File: config.mk
export PLATFORM = sky130hd
export DESIGN_NAME = cct_top
export DESIGN_NICKNAME = d
export VERILOG_FILES = /design/src/pkg/cct_pkg.sv /design/src/rtl/cct_tick.sv /design/src/rtl/cct_top.sv
export VERILOG_INCLUDE_DIRS = /design/src /design/src/pkg
export SDC_FILE = /design/constraint.sdc
export NUM_CORES = 1
export LEC_CHECK = 0
export ABC_AREA = 1
export BUFFER_PORTS_ARGS = -buffer_cell sky130_fd_sc_hd__buf_4
export CAP_MARGIN = 5
export CELL_PAD_IN_SITES_DETAIL_PLACEMENT = 1
export CELL_PAD_IN_SITES_GLOBAL_PLACEMENT = 1
export CORE_MARGIN = 2
export CORE_UTILIZATION = 46
export DETAILED_ROUTE_END_ITERATION = 10
export PLACE_DENSITY = 0.92
export SKIP_LAST_GASP = 1
export SLEW_MARGIN = 40
export SYNTH_ARGS = -nofsm -noshare
export SYNTH_HDL_FRONTEND = slang
export SYNTH_SLANG_ARGS = --single-unit
File: constraint.sdc
create_clock -name clk_i -period 2.9 [get_ports clk_i]
set_input_delay 0.29 -clock clk_i [delete_from_list [all_inputs] [get_ports clk_i]]
set_output_delay 0.29 -clock clk_i [all_outputs]
set_load 0.01 [all_outputs]
File: src/pkg/cct_defs.svh
// Purpose: offsets, field positions, reset values and timing counts of the timer block
// Assumes: 32-bit classic wishbone, byte addresses, one word per register
// Notes: included by bare name
`ifndef CCT_DEFS_SVH
`define CCT_DEFS_SVH

// register byte offsets
`define CCT_A_CMP_HI 8'h00
`define CCT_A_CMP_LO 8'h04
`define CCT_A_TMR_HI 8'h08
`define CCT_A_TMR_LO 8'h0c
`define CCT_A_CTRL 8'h10
`define CCT_A_STAT 8'h14
`define CCT_A_ICLR 8'h18
`define CCT_A_IEN 8'h1c

// control register fields
`define CCT_B_EXT_MASK 0
`define CCT_B_CC_MASK 1
`define CCT_B_TM_MASK 2

// status register fields: sticky events low, live conditions above
`define CCT_B_CC_EV 0
`define CCT_B_TM_EV 1
`define CCT_B_CC_LIVE 2
`define CCT_B_TM_LIVE 3

// reset values
`define CCT_RST_64 64'h0000_0000_0000_0000
`define CCT_RST_32 32'h0000_0000

// compared span: positions 0..51 counted from the msb are [63:12]
`define CCT_CMP_LSB 12
// one microsecond in the doubleword format is bit 51, weight 2**12
`define CCT_TMR_STEP 64'h0000_0000_0000_1000

// time base
`define CCT_US_NS 1000
`define CCT_CLK_NS 20
`define CCT_US_CYC (`CCT_US_NS / `CCT_CLK_NS)

`endif

File: src/pkg/cct_pkg.sv
// Purpose: shared types of the comparator and cpu timer block
// Assumes: constants live in cct_defs.svh
// Notes: packed structs carry grouped bits
`default_nettype none
package cct_pkg;

    // software masks held in the control register
    typedef struct packed {
        logic tm_mask;
        logic cc_mask;
        logic ext_mask;
    } cct_ctrl_s;

    // sticky interrupt sources, same layout in status, clear and enable
    typedef struct packed {
        logic tm_ev;
        logic cc_ev;
    } cct_ev_s;

    // external interruption requests after all masking
    typedef struct packed {
        logic tm_req;
        logic cc_req;
    } cct_req_s;

endpackage
`default_nettype wire

File: src/rtl/cct_tick.sv
// Purpose: divides the system clock down to a one-cycle microsecond strobe
// Assumes: clock period divides one microsecond evenly
// Notes: the strobe is shared by the time-of-day clock and the cpu timer
`timescale 1ns/10ps
`default_nettype none
module cct_tick #(
    parameter int CYC = 50
) (
    input wire logic clk_i,
    input wire logic rst_i,
    input wire logic ce_i,
    output logic tick_o
);
    logic [6:0] cnt_q;

    // free-running divider, strobe on wrap
    always_ff @(posedge clk_i)
    begin
        if (rst_i)
        begin
            cnt_q <= 7'h00;
            tick_o <= 1'b0;
        end
        else if (ce_i)
        begin
            if (cnt_q == 7'(CYC - 1))
            begin
                cnt_q <= 7'h00;
                tick_o <= 1'b1;
            end
            else
            begin
                cnt_q <= cnt_q + 7'h01;
                tick_o <= 1'b0;
            end
        end
    end
endmodule
`default_nettype wire

File: src/rtl/cct_top.sv
// Purpose: clock comparator and signed cpu timer with wishbone registers
// Assumes: time-of-day value arrives on tod_i and steps on tod_step_o
// Notes: 64-bit values are set by writing HI then LO; LO commits
//
// Behaviour
// - comparator uses clock format, cleared on reset
// - set-comparator loads supplied time value
// - store-comparator reads without altering
// - request when clock exceeds comparator, masked
// - compare only positions 0 through 51
// - masked condition clears when clock drops back
// - comparison runs on even while stopped
// - timer is clock format, msb is sign
// - timer steps down once per microsecond
// - timer and clock share one time base
// - timer cleared on initial program reset
// - set-timer loads supplied interval value
// - store-timer returns current timer value
// - timer requests while negative, masked
// - counts running and waiting, holds when stopped
// - positive load drops pending timer request
//
// Design decisions made here: the address map and the Wishbone slave port.
`timescale 1ns/10ps
`default_nettype none
`include "cct_defs.svh"
module cct_top (
    input wire logic clk_i,
    input wire logic rst_i,
    input wire logic ce_i,
    // wishbone classic slave
    input wire logic wb_cyc_i,
    input wire logic wb_stb_i,
    input wire logic wb_we_i,
    input wire logic [7:0] wb_adr_i,
    input wire logic [3:0] wb_sel_i,
    input wire logic [31:0] wb_dat_i,
    output logic [31:0] wb_dat_o,
    output logic wb_ack_o,
    // cpu side
    input wire logic [63:0] tod_i,
    input wire logic ipr_i,
    input wire logic cpu_stopped_i,
    output logic tod_step_o,
    output var cct_pkg::cct_req_s ext_req_o,
    output logic ext_int_o,
    output logic irq_o
);
    import cct_pkg::*;

    logic [63:0] cmp_q;
    logic [63:0] tmr_q;
    logic [31:0] hold_q;
    logic [31:0] rd_lo_q;
    cct_ctrl_s ctrl_q;
    cct_ev_s stat_q;
    cct_ev_s ien_q;
    logic cc_cond_q;
    logic tm_neg_d;
    logic cc_gt_d;
    logic tick;
    logic acc;
    logic wr;
    logic rd;
    logic [7:0] adr;
    logic [31:0] wdat;
    logic [31:0] rdat_d;
    logic wr_cmp;
    logic wr_tmr;

    // merge of byte lanes into an existing word
    function automatic logic [31:0] lane_merge(
        input logic [31:0] old,
        input logic [31:0] nw,
        input logic [3:0] sel
    );
        logic [31:0] r;
        r = old;
        for (int i = 0; i < 4; i++)
        begin
            if (sel[i])
                r[8*i +: 8] = nw[8*i +: 8];
        end
        return r;
    endfunction

    // microsecond strobe driving both tod stepping and the timer
    cct_tick #(
        .CYC(`CCT_US_CYC)
    ) u_tick (
        .clk_i(clk_i),
        .rst_i(rst_i),
        .ce_i(ce_i),
        .tick_o(tick)
    );
    assign tod_step_o = tick;

    // bus decode; a request is served on the edge that raises ack
    assign acc = wb_cyc_i & wb_stb_i & ~wb_ack_o;
    assign wr = acc & wb_we_i;
    assign rd = acc & ~wb_we_i;
    assign adr = {wb_adr_i[7:2], 2'b00};
    assign wdat = lane_merge(32'h0000_0000, wb_dat_i, wb_sel_i);
    assign wr_cmp = wr & (adr == `CCT_A_CMP_LO);
    assign wr_tmr = wr & (adr == `CCT_A_TMR_LO);

    // single-cycle ack, dropped the cycle after
    always_ff @(posedge clk_i)
    begin
        if (rst_i)
            wb_ack_o <= 1'b0;
        else if (ce_i)
            wb_ack_o <= acc;
    end

    // high word staging for the 64-bit set operations
    always_ff @(posedge clk_i)
    begin
        if (rst_i)
            hold_q <= `CCT_RST_32;
        else if (ce_i && wr && (adr == `CCT_A_CMP_HI || adr == `CCT_A_TMR_HI))
            hold_q <= lane_merge(hold_q, wb_dat_i, wb_sel_i);
    end

    // clock comparator register
    always_ff @(posedge clk_i)
    begin
        if (rst_i || (ce_i && ipr_i))
            cmp_q <= `CCT_RST_64;
        else if (ce_i && wr_cmp)
            cmp_q <= {hold_q, wdat};
    end

    // cpu timer: loads win over stepping, holds while stopped
    always_ff @(posedge clk_i)
    begin
        if (rst_i || (ce_i && ipr_i))
            tmr_q <= `CCT_RST_64;
        else if (ce_i && wr_tmr)
            tmr_q <= {hold_q, wdat};
        else if (ce_i && tick && !cpu_stopped_i)
            tmr_q <= tmr_q - `CCT_TMR_STEP;
    end

    // comparison over the leading 52 bits, independent of run state
    assign cc_gt_d = tod_i[63:`CCT_CMP_LSB] > cmp_q[63:`CCT_CMP_LSB];
    assign tm_neg_d = tmr_q[63];

    // live comparator condition, follows the clock both ways
    always_ff @(posedge clk_i)
    begin
        if (rst_i)
            cc_cond_q <= 1'b0;
        else if (ce_i)
            cc_cond_q <= cc_gt_d;
    end

    // gated requests toward the interruption priority logic
    always_ff @(posedge clk_i)
    begin
        if (rst_i)
        begin
            ext_req_o <= '0;
            ext_int_o <= 1'b0;
        end
        else if (ce_i)
        begin
            ext_req_o.cc_req <= ctrl_q.ext_mask & ctrl_q.cc_mask & cc_cond_q;
            ext_req_o.tm_req <= ctrl_q.ext_mask & ctrl_q.tm_mask & tm_neg_d;
            ext_int_o <= ctrl_q.ext_mask
                & ((ctrl_q.cc_mask & cc_cond_q) | (ctrl_q.tm_mask & tm_neg_d));
        end
    end

    // control and interrupt enable registers
    always_ff @(posedge clk_i)
    begin
        if (rst_i)
        begin
            ctrl_q <= '0;
            ien_q <= '0;
        end
        else if (ce_i && wr && wb_sel_i[0])
        begin
            if (adr == `CCT_A_CTRL)
                ctrl_q <= wb_dat_i[2:0];
            if (adr == `CCT_A_IEN)
                ien_q <= wb_dat_i[1:0];
        end
    end

    // sticky status; a new event wins over a clear in the same cycle
    always_ff @(posedge clk_i)
    begin
        if (rst_i)
            stat_q <= '0;
        else if (ce_i)
        begin
            if (wr && wb_sel_i[0] && adr == `CCT_A_ICLR)
                stat_q <= stat_q & ~cct_ev_s'(wb_dat_i[1:0])
                    | cct_ev_s'({tm_neg_d, cc_cond_q});
            else
                stat_q <= stat_q | cct_ev_s'({tm_neg_d, cc_cond_q});
        end
    end

    // level interrupt while any enabled status bit is set
    always_ff @(posedge clk_i)
    begin
        if (rst_i)
            irq_o <= 1'b0;
        else if (ce_i)
            irq_o <= |(stat_q & ien_q);
    end

    // read mux; reading HI snapshots LO for a consistent pair
    always_comb
    begin
        rdat_d = `CCT_RST_32;
        unique case (adr)
            `CCT_A_CMP_HI: rdat_d = cmp_q[63:32];
            `CCT_A_CMP_LO: rdat_d = rd_lo_q;
            `CCT_A_TMR_HI: rdat_d = tmr_q[63:32];
            `CCT_A_TMR_LO: rdat_d = rd_lo_q;
            `CCT_A_CTRL: rdat_d = {29'h0, ctrl_q};
            `CCT_A_STAT: rdat_d = {28'h0, tm_neg_d, cc_cond_q, stat_q};
            `CCT_A_IEN: rdat_d = {30'h0, ien_q};
            default: rdat_d = `CCT_RST_32;
        endcase
    end

    // low word snapshot taken on a HI read
    always_ff @(posedge clk_i)
    begin
        if (rst_i)
            rd_lo_q <= `CCT_RST_32;
        else if (ce_i && rd && adr == `CCT_A_CMP_HI)
            rd_lo_q <= cmp_q[31:0];
        else if (ce_i && rd && adr == `CCT_A_TMR_HI)
            rd_lo_q <= tmr_q[31:0];
    end

    // registered read data, presented with ack
    always_ff @(posedge clk_i)
    begin
        if (rst_i)
            wb_dat_o <= `CCT_RST_32;
        else if (ce_i && rd)
            wb_dat_o <= rdat_d;
    end

    // reset on ipr clears the comparator
    property p_cmp_ipr;
        @(posedge clk_i) disable iff (rst_i)
        ce_i && ipr_i |=> cmp_q == 64'h0;
    endproperty
    a_cmp_ipr: assert property (p_cmp_ipr) else $error("comparator not cleared");

    // set-comparator takes staged high word and written low word
    property p_cmp_set;
        @(posedge clk_i) disable iff (rst_i)
        ce_i && wr_cmp && !ipr_i && wb_sel_i == 4'hf
        |=> cmp_q == {$past(hold_q), $past(wb_dat_i)};
    endproperty
    a_cmp_set: assert property (p_cmp_set) else $error("comparator load wrong");

    // reading the comparator leaves it unchanged
    property p_cmp_read;
        @(posedge clk_i) disable iff (rst_i)
        ce_i && rd && !ipr_i |=> $stable(cmp_q);
    endproperty
    a_cmp_read: assert property (p_cmp_read) else $error("read altered comparator");

    // masked-in comparator condition reaches the request in two cycles
    property p_cc_req;
        @(posedge clk_i) disable iff (rst_i)
        ce_i && cc_gt_d && ctrl_q.ext_mask && ctrl_q.cc_mask ##1 ce_i && $stable(ctrl_q)
        |=> ext_req_o.cc_req && ext_int_o;
    endproperty
    a_cc_req: assert property (p_cc_req) else $error("comparator request missing");

    // low twelve bits never raise the condition
    property p_cc_span;
        @(posedge clk_i) disable iff (rst_i)
        ce_i && tod_i[63:12] == cmp_q[63:12] |=> !cc_cond_q;
    endproperty
    a_cc_span: assert property (p_cc_span) else $error("compare used low bits");

    // pending condition drops once the clock is no longer above
    property p_cc_drop;
        @(posedge clk_i) disable iff (rst_i)
        ce_i && cc_cond_q && !cc_gt_d |=> !cc_cond_q;
    endproperty
    a_cc_drop: assert property (p_cc_drop) else $error("comparator stuck pending");

    // timer steps by one microsecond on the shared strobe
    property p_tmr_step;
        @(posedge clk_i) disable iff (rst_i)
        ce_i && tod_step_o && !cpu_stopped_i && !ipr_i && !wr_tmr
        |=> tmr_q == $past(tmr_q) - 64'h1000;
    endproperty
    a_tmr_step: assert property (p_tmr_step) else $error("timer step wrong");

    // reset on ipr clears the timer
    property p_tmr_ipr;
        @(posedge clk_i) disable iff (rst_i)
        ce_i && ipr_i |=> tmr_q == 64'h0;
    endproperty
    a_tmr_ipr: assert property (p_tmr_ipr) else $error("timer not cleared");

    // stopped cpu freezes the timer
    property p_tmr_hold;
        @(posedge clk_i) disable iff (rst_i)
        ce_i && cpu_stopped_i && !ipr_i && !wr_tmr |=> $stable(tmr_q);
    endproperty
    a_tmr_hold: assert property (p_tmr_hold) else $error("timer ran while stopped");

    // negative timer requests every cycle it stays negative
    property p_tm_level;
        @(posedge clk_i) disable iff (rst_i)
        ce_i && tmr_q[63] && ctrl_q.ext_mask && ctrl_q.tm_mask |=> ext_req_o.tm_req;
    endproperty
    a_tm_level: assert property (p_tm_level) else $error("timer request missing");

    // positive load removes the pending timer request
    property p_tm_pos;
        @(posedge clk_i) disable iff (rst_i)
        ce_i && wr_tmr && !ipr_i && !hold_q[31] ##1 ce_i
        |=> !ext_req_o.tm_req;
    endproperty
    a_tm_pos: assert property (p_tm_pos) else $error("positive load left request");

    // set-timer takes staged high word and written low word
    property p_tmr_set;
        @(posedge clk_i) disable iff (rst_i)
        ce_i && wr_tmr && !ipr_i && wb_sel_i == 4'hf
        |=> tmr_q == {$past(hold_q), $past(wb_dat_i)};
    endproperty
    a_tmr_set: assert property (p_tmr_set) else $error("timer load wrong");

    // store-timer returns the live high word of the timer
    property p_tmr_read;
        @(posedge clk_i) disable iff (rst_i)
        ce_i && rd && adr == `CCT_A_TMR_HI |=> wb_dat_o == $past(tmr_q[63:32]);
    endproperty
    a_tmr_read: assert property (p_tmr_read) else $error("timer read wrong");

    // summary mask off keeps both requests and the summary line down
    property p_ext_off;
        @(posedge clk_i) disable iff (rst_i)
        ce_i && !ctrl_q.ext_mask
        |=> !ext_req_o.cc_req && !ext_req_o.tm_req && !ext_int_o;
    endproperty
    a_ext_off: assert property (p_ext_off) else $error("request while masked");
endmodule
`default_nettype wire

After elaboration in Yosys (flattened, before gate mapping)
Cells that the tools add are included.
{ "word_totals": {"ff_bits": 245, "out_inout_bits": 38, "wordCells": 94} }
{ "op_classes": {"addsub": 2, "n_lt_le_gt_ge": 1, "eq_ne": 8, "mux": 12, "bitwise": 21, "reduce_logical": 27} }
{ "op_table": {"columns": ["op", "count"], "rows": [
  ["one-hot mux 32 bit (6 select lines)", 1],
  ["2-to-1 mux 64 bit", 2],
  ["2-to-1 mux 32 bit", 2],
  ["subtractor 64 x 13 -> 64 bit (second input constant)", 1],
  ["> comparator 52 bit", 1],
  ["2-to-1 mux 8 bit", 4],
  ["== test 6 x 3 -> 1 bit (second input constant)", 4],
  ["bitwise AND 1 bit", 13],
  ["logical AND 1 bit", 13],
  ["== test 6 x 2 -> 1 bit (second input constant)", 2],
  ["AND reduction 2 bit", 6],
  ["logical NOT 8 bit", 1],
  ["adder 7 x 1 -> 7 bit (second input constant)", 1],
  ["== test 7 x 6 -> 1 bit (second input constant)", 1],
  ["2-to-1 mux 7 bit", 1],
  ["== test 6 x 1 -> 1 bit (second input constant)", 1],
  ["bitwise AND 2 bit", 2],
  ["OR 2 bit", 2],
  ["nonzero test 2 bit", 2],
  ["OR reduction 2 bit", 2],
  ["logical OR 1 bit", 2],
  ["2-to-1 mux 2 bit", 1],
  ["NOT 1 bit", 2],
  ["NOT 2 bit", 1],
  ["other kinds (3)", 3]
]} }

Logic depth before layout (Yosys ltp)
{ "logic_depth": {"word_depth": 7, "depth_mapped": 14} }

Cells and area by module
Synthesis repeated with hierarchy kept, for this count alone.
{ "unflattened": {"cells_unflattened": 1790, "hier_area_um2": 12972.4} }
{ "modules_own_cells": {"columns": ["mod", "n_inst", "cells_per_inst", "area_each_um2", "seq_area_each_um2"], "rows": [
  ["cct_top", 1, 1730, 12540.8, 4744.6],
  ["cct_tick", 1, 60, 431.7, 160.2]
]} }

Worst setup path before layout
OpenSTA, ideal clock, no wires.
{ "synth_timing": {"kind": "register to register", "start": "register tmr_q[12]", "end": "register tmr_q[54]", "setup_time_ps": 128, "arrival_time_ps": 1553, "required_time_ps": 2772, "path_slack_ps": 1219, "path_stages_with_launch": 13, "period_less_slack_ps": 1681, "cell_sequence": "dfxtp_1 inv_1 ha_1 nand2_1 nor2_1 nand2_1 inv_2 nand2_2 inv_2 nand3_2 nand3b_1 a21oi_1 nor2_1"} }
{ "synth_between": {"elab_chain_len": 3} }
{ "synth_lines": {"columns": ["element", "line_no", "text"], "rows": [
  ["start: declaration", "cct_top.sv:52", "logic [63:0] tmr_q;"],
  ["start signal: assignment", "cct_top.sv:138", "tmr_q <= `CCT_RST_64;"],
  ["start signal: assignment", "cct_top.sv:140", "tmr_q <= {hold_q, wdat};"],
  ["start signal: assignment", "cct_top.sv:142", "tmr_q <= tmr_q - `CCT_TMR_STEP;"],
  ["subtractor 64 x 13 -> 64 bit (no line)", null, null],
  ["2-to-1 mux 64 bit", "cct_top.sv:141", "else if (ce_i && tick && !cpu_stopped_i)"],
  ["2-to-1 mux 64 bit", "cct_top.sv:139", "else if (ce_i && wr_tmr)"]
]} }
Every way passes these cells. The select of a mux whose other input is x is not followed.
A chain may end at the register's enable or synchronous reset.

Worst setup path in the final report
{ "layout_timing": {"start": "register tmr_q[13]", "end": "register tmr_q[42]"} }
The elaborated chain is that of the path after synthesis.

==> summary.txt <==
Outcome
  • Outcome: completed

Power
  • Static Leak: 6.19 nW
  • Worst-case vdd ir drop: slightly above 0.4 mV
  • Power per standard cell area: 516 nW/um^2

Worst hold path
  • Hold Crit Class: input pin to flip-flop
  • Hold Path Origin: wb_dat_i[2]
  • Number of cells on the worst hold path: 3

Floorplanning
  • Area of the die: just under 30000 um^2
  • Horizontal die dimension: 171 um
  • Number of rows created at floorplan: 61
  • Overall die height: 171 um
  • Top-level I/O count: 154
  • Initial core utilization: between 40% and 50%
  • Core area: between 20000 and 30000 um^2

Critical path
  • Type of element launching the critical path: flip-flop
  • Required @ worst endpoint: 3320 ps
  • Cell chain of the critical path: inv_1 -> ha_1 -> nand2_1 -> nor2_1 -> nand2_1 -> nor3_2 -> nand3_1 -> xor2_1 -> a21oi_1 -> nor2_1
  • Worst Reg2Reg Path Length in Cells: 10
  • Launch point of the worst path: tmr_q[13]$_SDFFE_PP0P_
  • CP arrival: 2720 ps
  • Cell type of the slowest stage on the worst timing path: dfxtp_1
  • CP Class: flip-flop to flip-flop
  • Biggest fanout along the worst timing path: 4
  • RR Startpoint: tmr_q[13]$_SDFFE_PP0P_
  • Maximum single-stage delay on the critical path: 310 ps
  • Endpoint class of the critical path: flip-flop

Logic synthesis
  • Net count after synthesis: 1943
  • Main area contributors after synthesis: dfxtp_1 38%, nand2_1 9.5%, a21oi_1 9.0%, o21ai_0 6.1%, inv_1 5.9%
  • Synth top area share: 38.2%
  • Post-Syn Instances: 1772
  • Yosys cell types: 52
  • Number of enable-type register cells in the synthesized netlist: 0
  • Number of synthesized register bits: 245
  • Library cell occupying the most area in the post-synthesis netlist: dfxtp_1
  • Register area share after synthesis: 38.2%
  • Synth Cell Area: 12800 um^2
  • Number of warnings reported in the yosys synthesis log: 0
  • Async S/R FF share, synth: 0%
  • Most frequently used cell type in the post-synthesis netlist: nand2_1
  • Most common flop cell mapped by yosys: dfxtp_1
  • Most frequent cells after synthesis: 326 x nand2_1, 245 x dfxtp_1, 232 x a21oi_1
  • Synthesized area per cell: 7.25 um^2

Clock network
  • TritonCTS clock tree: done
  • Root Buffer Master: clkbuf_16
  • Latest clock arrival within the worst-skew pair: between 500 and 600 ps
  • Number of setup buffers added after CTS: 0
  • CTS H-tree depth: 1
  • Total clock buffers created by CTS: 28
  • CTS hold repair buffers: 3
  • Number of sinks driven by the clock tree: 245
  • Maximum buffer depth of the clock tree: 3
  • Clock transition at the registers of the reported paths: 60 ps
  • Post_cts resized: 0

Finish
  • Utilization of the core after routing: 54.7%
  • Area growth, synth to finish: 17.7%
  • Post-route cell area: 15100 um^2
  • Fraction of layout instances using a drive strength above 1: around 15%
  • Layout net count: around 2.0k

STA
  • Number of max-slew violations in the final report: 0
  • Highest clock frequency the design can meet: 0.435 GHz
  • Skew final: about 22 ps
  • Setup violators final: 0
  • Final hold viol count: 0
  • Fraction of the cycle the final worst path needs: 79.3%
  • Sum of negative setup slack: 0 ps
  • Actual transition at the worst max-transition pin: between 600 and 700 ps
  • Worst slew margin relative to its limit: 53.3%
  • Minimum period implied by the final worst setup slack: 2300 ps
  • Setup repair after global routing missed its margin: false

Place
  • Placed cell areas: 14100 um^2
  • Routability-driven placement congestion ratio: 0.961
  • HPWL Detailed: between 30000 and 40000 um
  • Count of input and output buffers: 139

Global routing
  • Overflow after GRT: 0
  • Maximum number of pins on one net before global-route repair: 86
  • Global-route usage over all layers: 34.6%
  • Number of global-route vias before repair: around 14k
  • First-pass GRT wire length: 78200 um
  • Antenna violations before repair: 0

Detailed routing
  • Remaining number of nets flagged by the antenna check after routing: 0
  • Wirelength per Cell: 22.6 um
  • Vias after detailed routing: 13.5k
  • DRC violations left: 0
  • Violation count after the first detailed-routing iteration: 1398
  • Detailed-route wire length: 51300 um
  • Detailed-router iteration count before antenna repair: 6
  • Mean number of vias per cell: approximately 6.0

Run
  • Maxcap violations: 0
-- sequential cells by signal, indices dropped and copies added, names as in the netlist, 2 cells and up --
| name | flops |
|---|---|
| cmp_q | 64 |
| ctrl_q | 3 |
| ext_req_o | 2 |
| hold_q | 32 |
| ien_q | 2 |
| rd_lo_q | 32 |
| stat_q | 2 |
| tmr_q | 64 |
| u_tick.cnt_q | 7 |
| wb_dat_o | 32 |
-- area by class of cell --
class	count	area (um^2)
well taps	378	473
multi-input cells	1217	6660
clock inverters	12	225
clock buffers	38	788
flip-flops and latches	245	4900
diodes	1	2.50
fillers	3532	12500
repair buffers	156	1220
inverters	221	832
-- per-layer routing --
layer	GRT usage [%]	wire (um)	vias up
met5	0	0	-
met4	15.1	2440	0
met3	6.01	4230	176
met2	57.8	24000	685
met1	43.8	20700	6529
li1	-	-	6146
-- critical path, delay by kind of cell, from the launching register on --
family,cells,cell delay (ps)
fa+ha+maj,1,230
compound gates,1,150
xor+xnor,1,240
buf+inv,1,140
flops,1,310
simple gates,6,1080
-- stage by stage --
stage	setup slack (ps)	hold WS, ps	cells	total power, W
floorplan	1220	425	1772	0.00370
global placement	636	451	2214	0.00392
detailed placement	578	458	2214	0.00394
CTS	646	37.8	2267	0.00779
global route	474	56.6	2267	0.00800
finish	600	52.1	2268	0.00780
-- cell usage in the layout (no fill, tap or decap), types with 6 or more instances in the layout --
cell type / Yosys / layout
nand2_1: 326 / 326
dfxtp_1: 245 / 245
a21oi_1: 232 / 232
inv_1: 203 / 203
o21ai_0: 157 / 157
buf_4: 10 / 150
nor2_1: 146 / 146
o22ai_1: 60 / 60
ha_1: 55 / 55
nand3_1: 42 / 42
o221ai_1: 30 / 30
clkbuf_16: 0 / 28
xor2_1: 24 / 24
inv_2: 15 / 15
nor2_4: 14 / 14
nor3_1: 14 / 14
o211ai_1: 11 / 11
o21ai_1: 10 / 10
a211oi_2: 10 / 10
nor2_2: 9 / 9
nand4_1: 9 / 9
nand2_2: 7 / 7
a31oi_1: 7 / 7
bufinv_16: 0 / 6
-- where the power goes --
part / internal (W) / total [W] / leakage [nW] / switching [W]
logic: 0.000191 / 0.000511 / 3.72 / 0.000320
registers: 0.00337 / 0.00338 / 1.97 / 0.00000949
clock network: 0.00243 / 0.00390 / 0.499 / 0.00147
-- final timing paths --
path | slack [ps] | end
worst max-delay path | 600 | tmr_q[42]$_SDFFE_PP0P_
worst min-delay path | 50 | cmp_q[2]$_SDFFE_PP0P_
worst max register to register | 600 | tmr_q[42]$_SDFFE_PP0P_
worst min register to register | 470 | wb_dat_o[15]$_SDFFE_PP0P_
-- logic make-up after synthesis --
| logic type | Yosys count | share of synthesized area (%) |
|---|---|---|
| adders and majority gates | 55 | 5.36 |
| DFF | 245 | 38.2 |
| xor gates and xnor gates | 25 | 1.71 |
| buffers and inverters | 310 | 9.89 |
| and+or+nand+nor | 599 | 21.0 |
| AOI/OAI and AO/OA | 538 | 23.9 |
(Power assumes the default switching activity.)
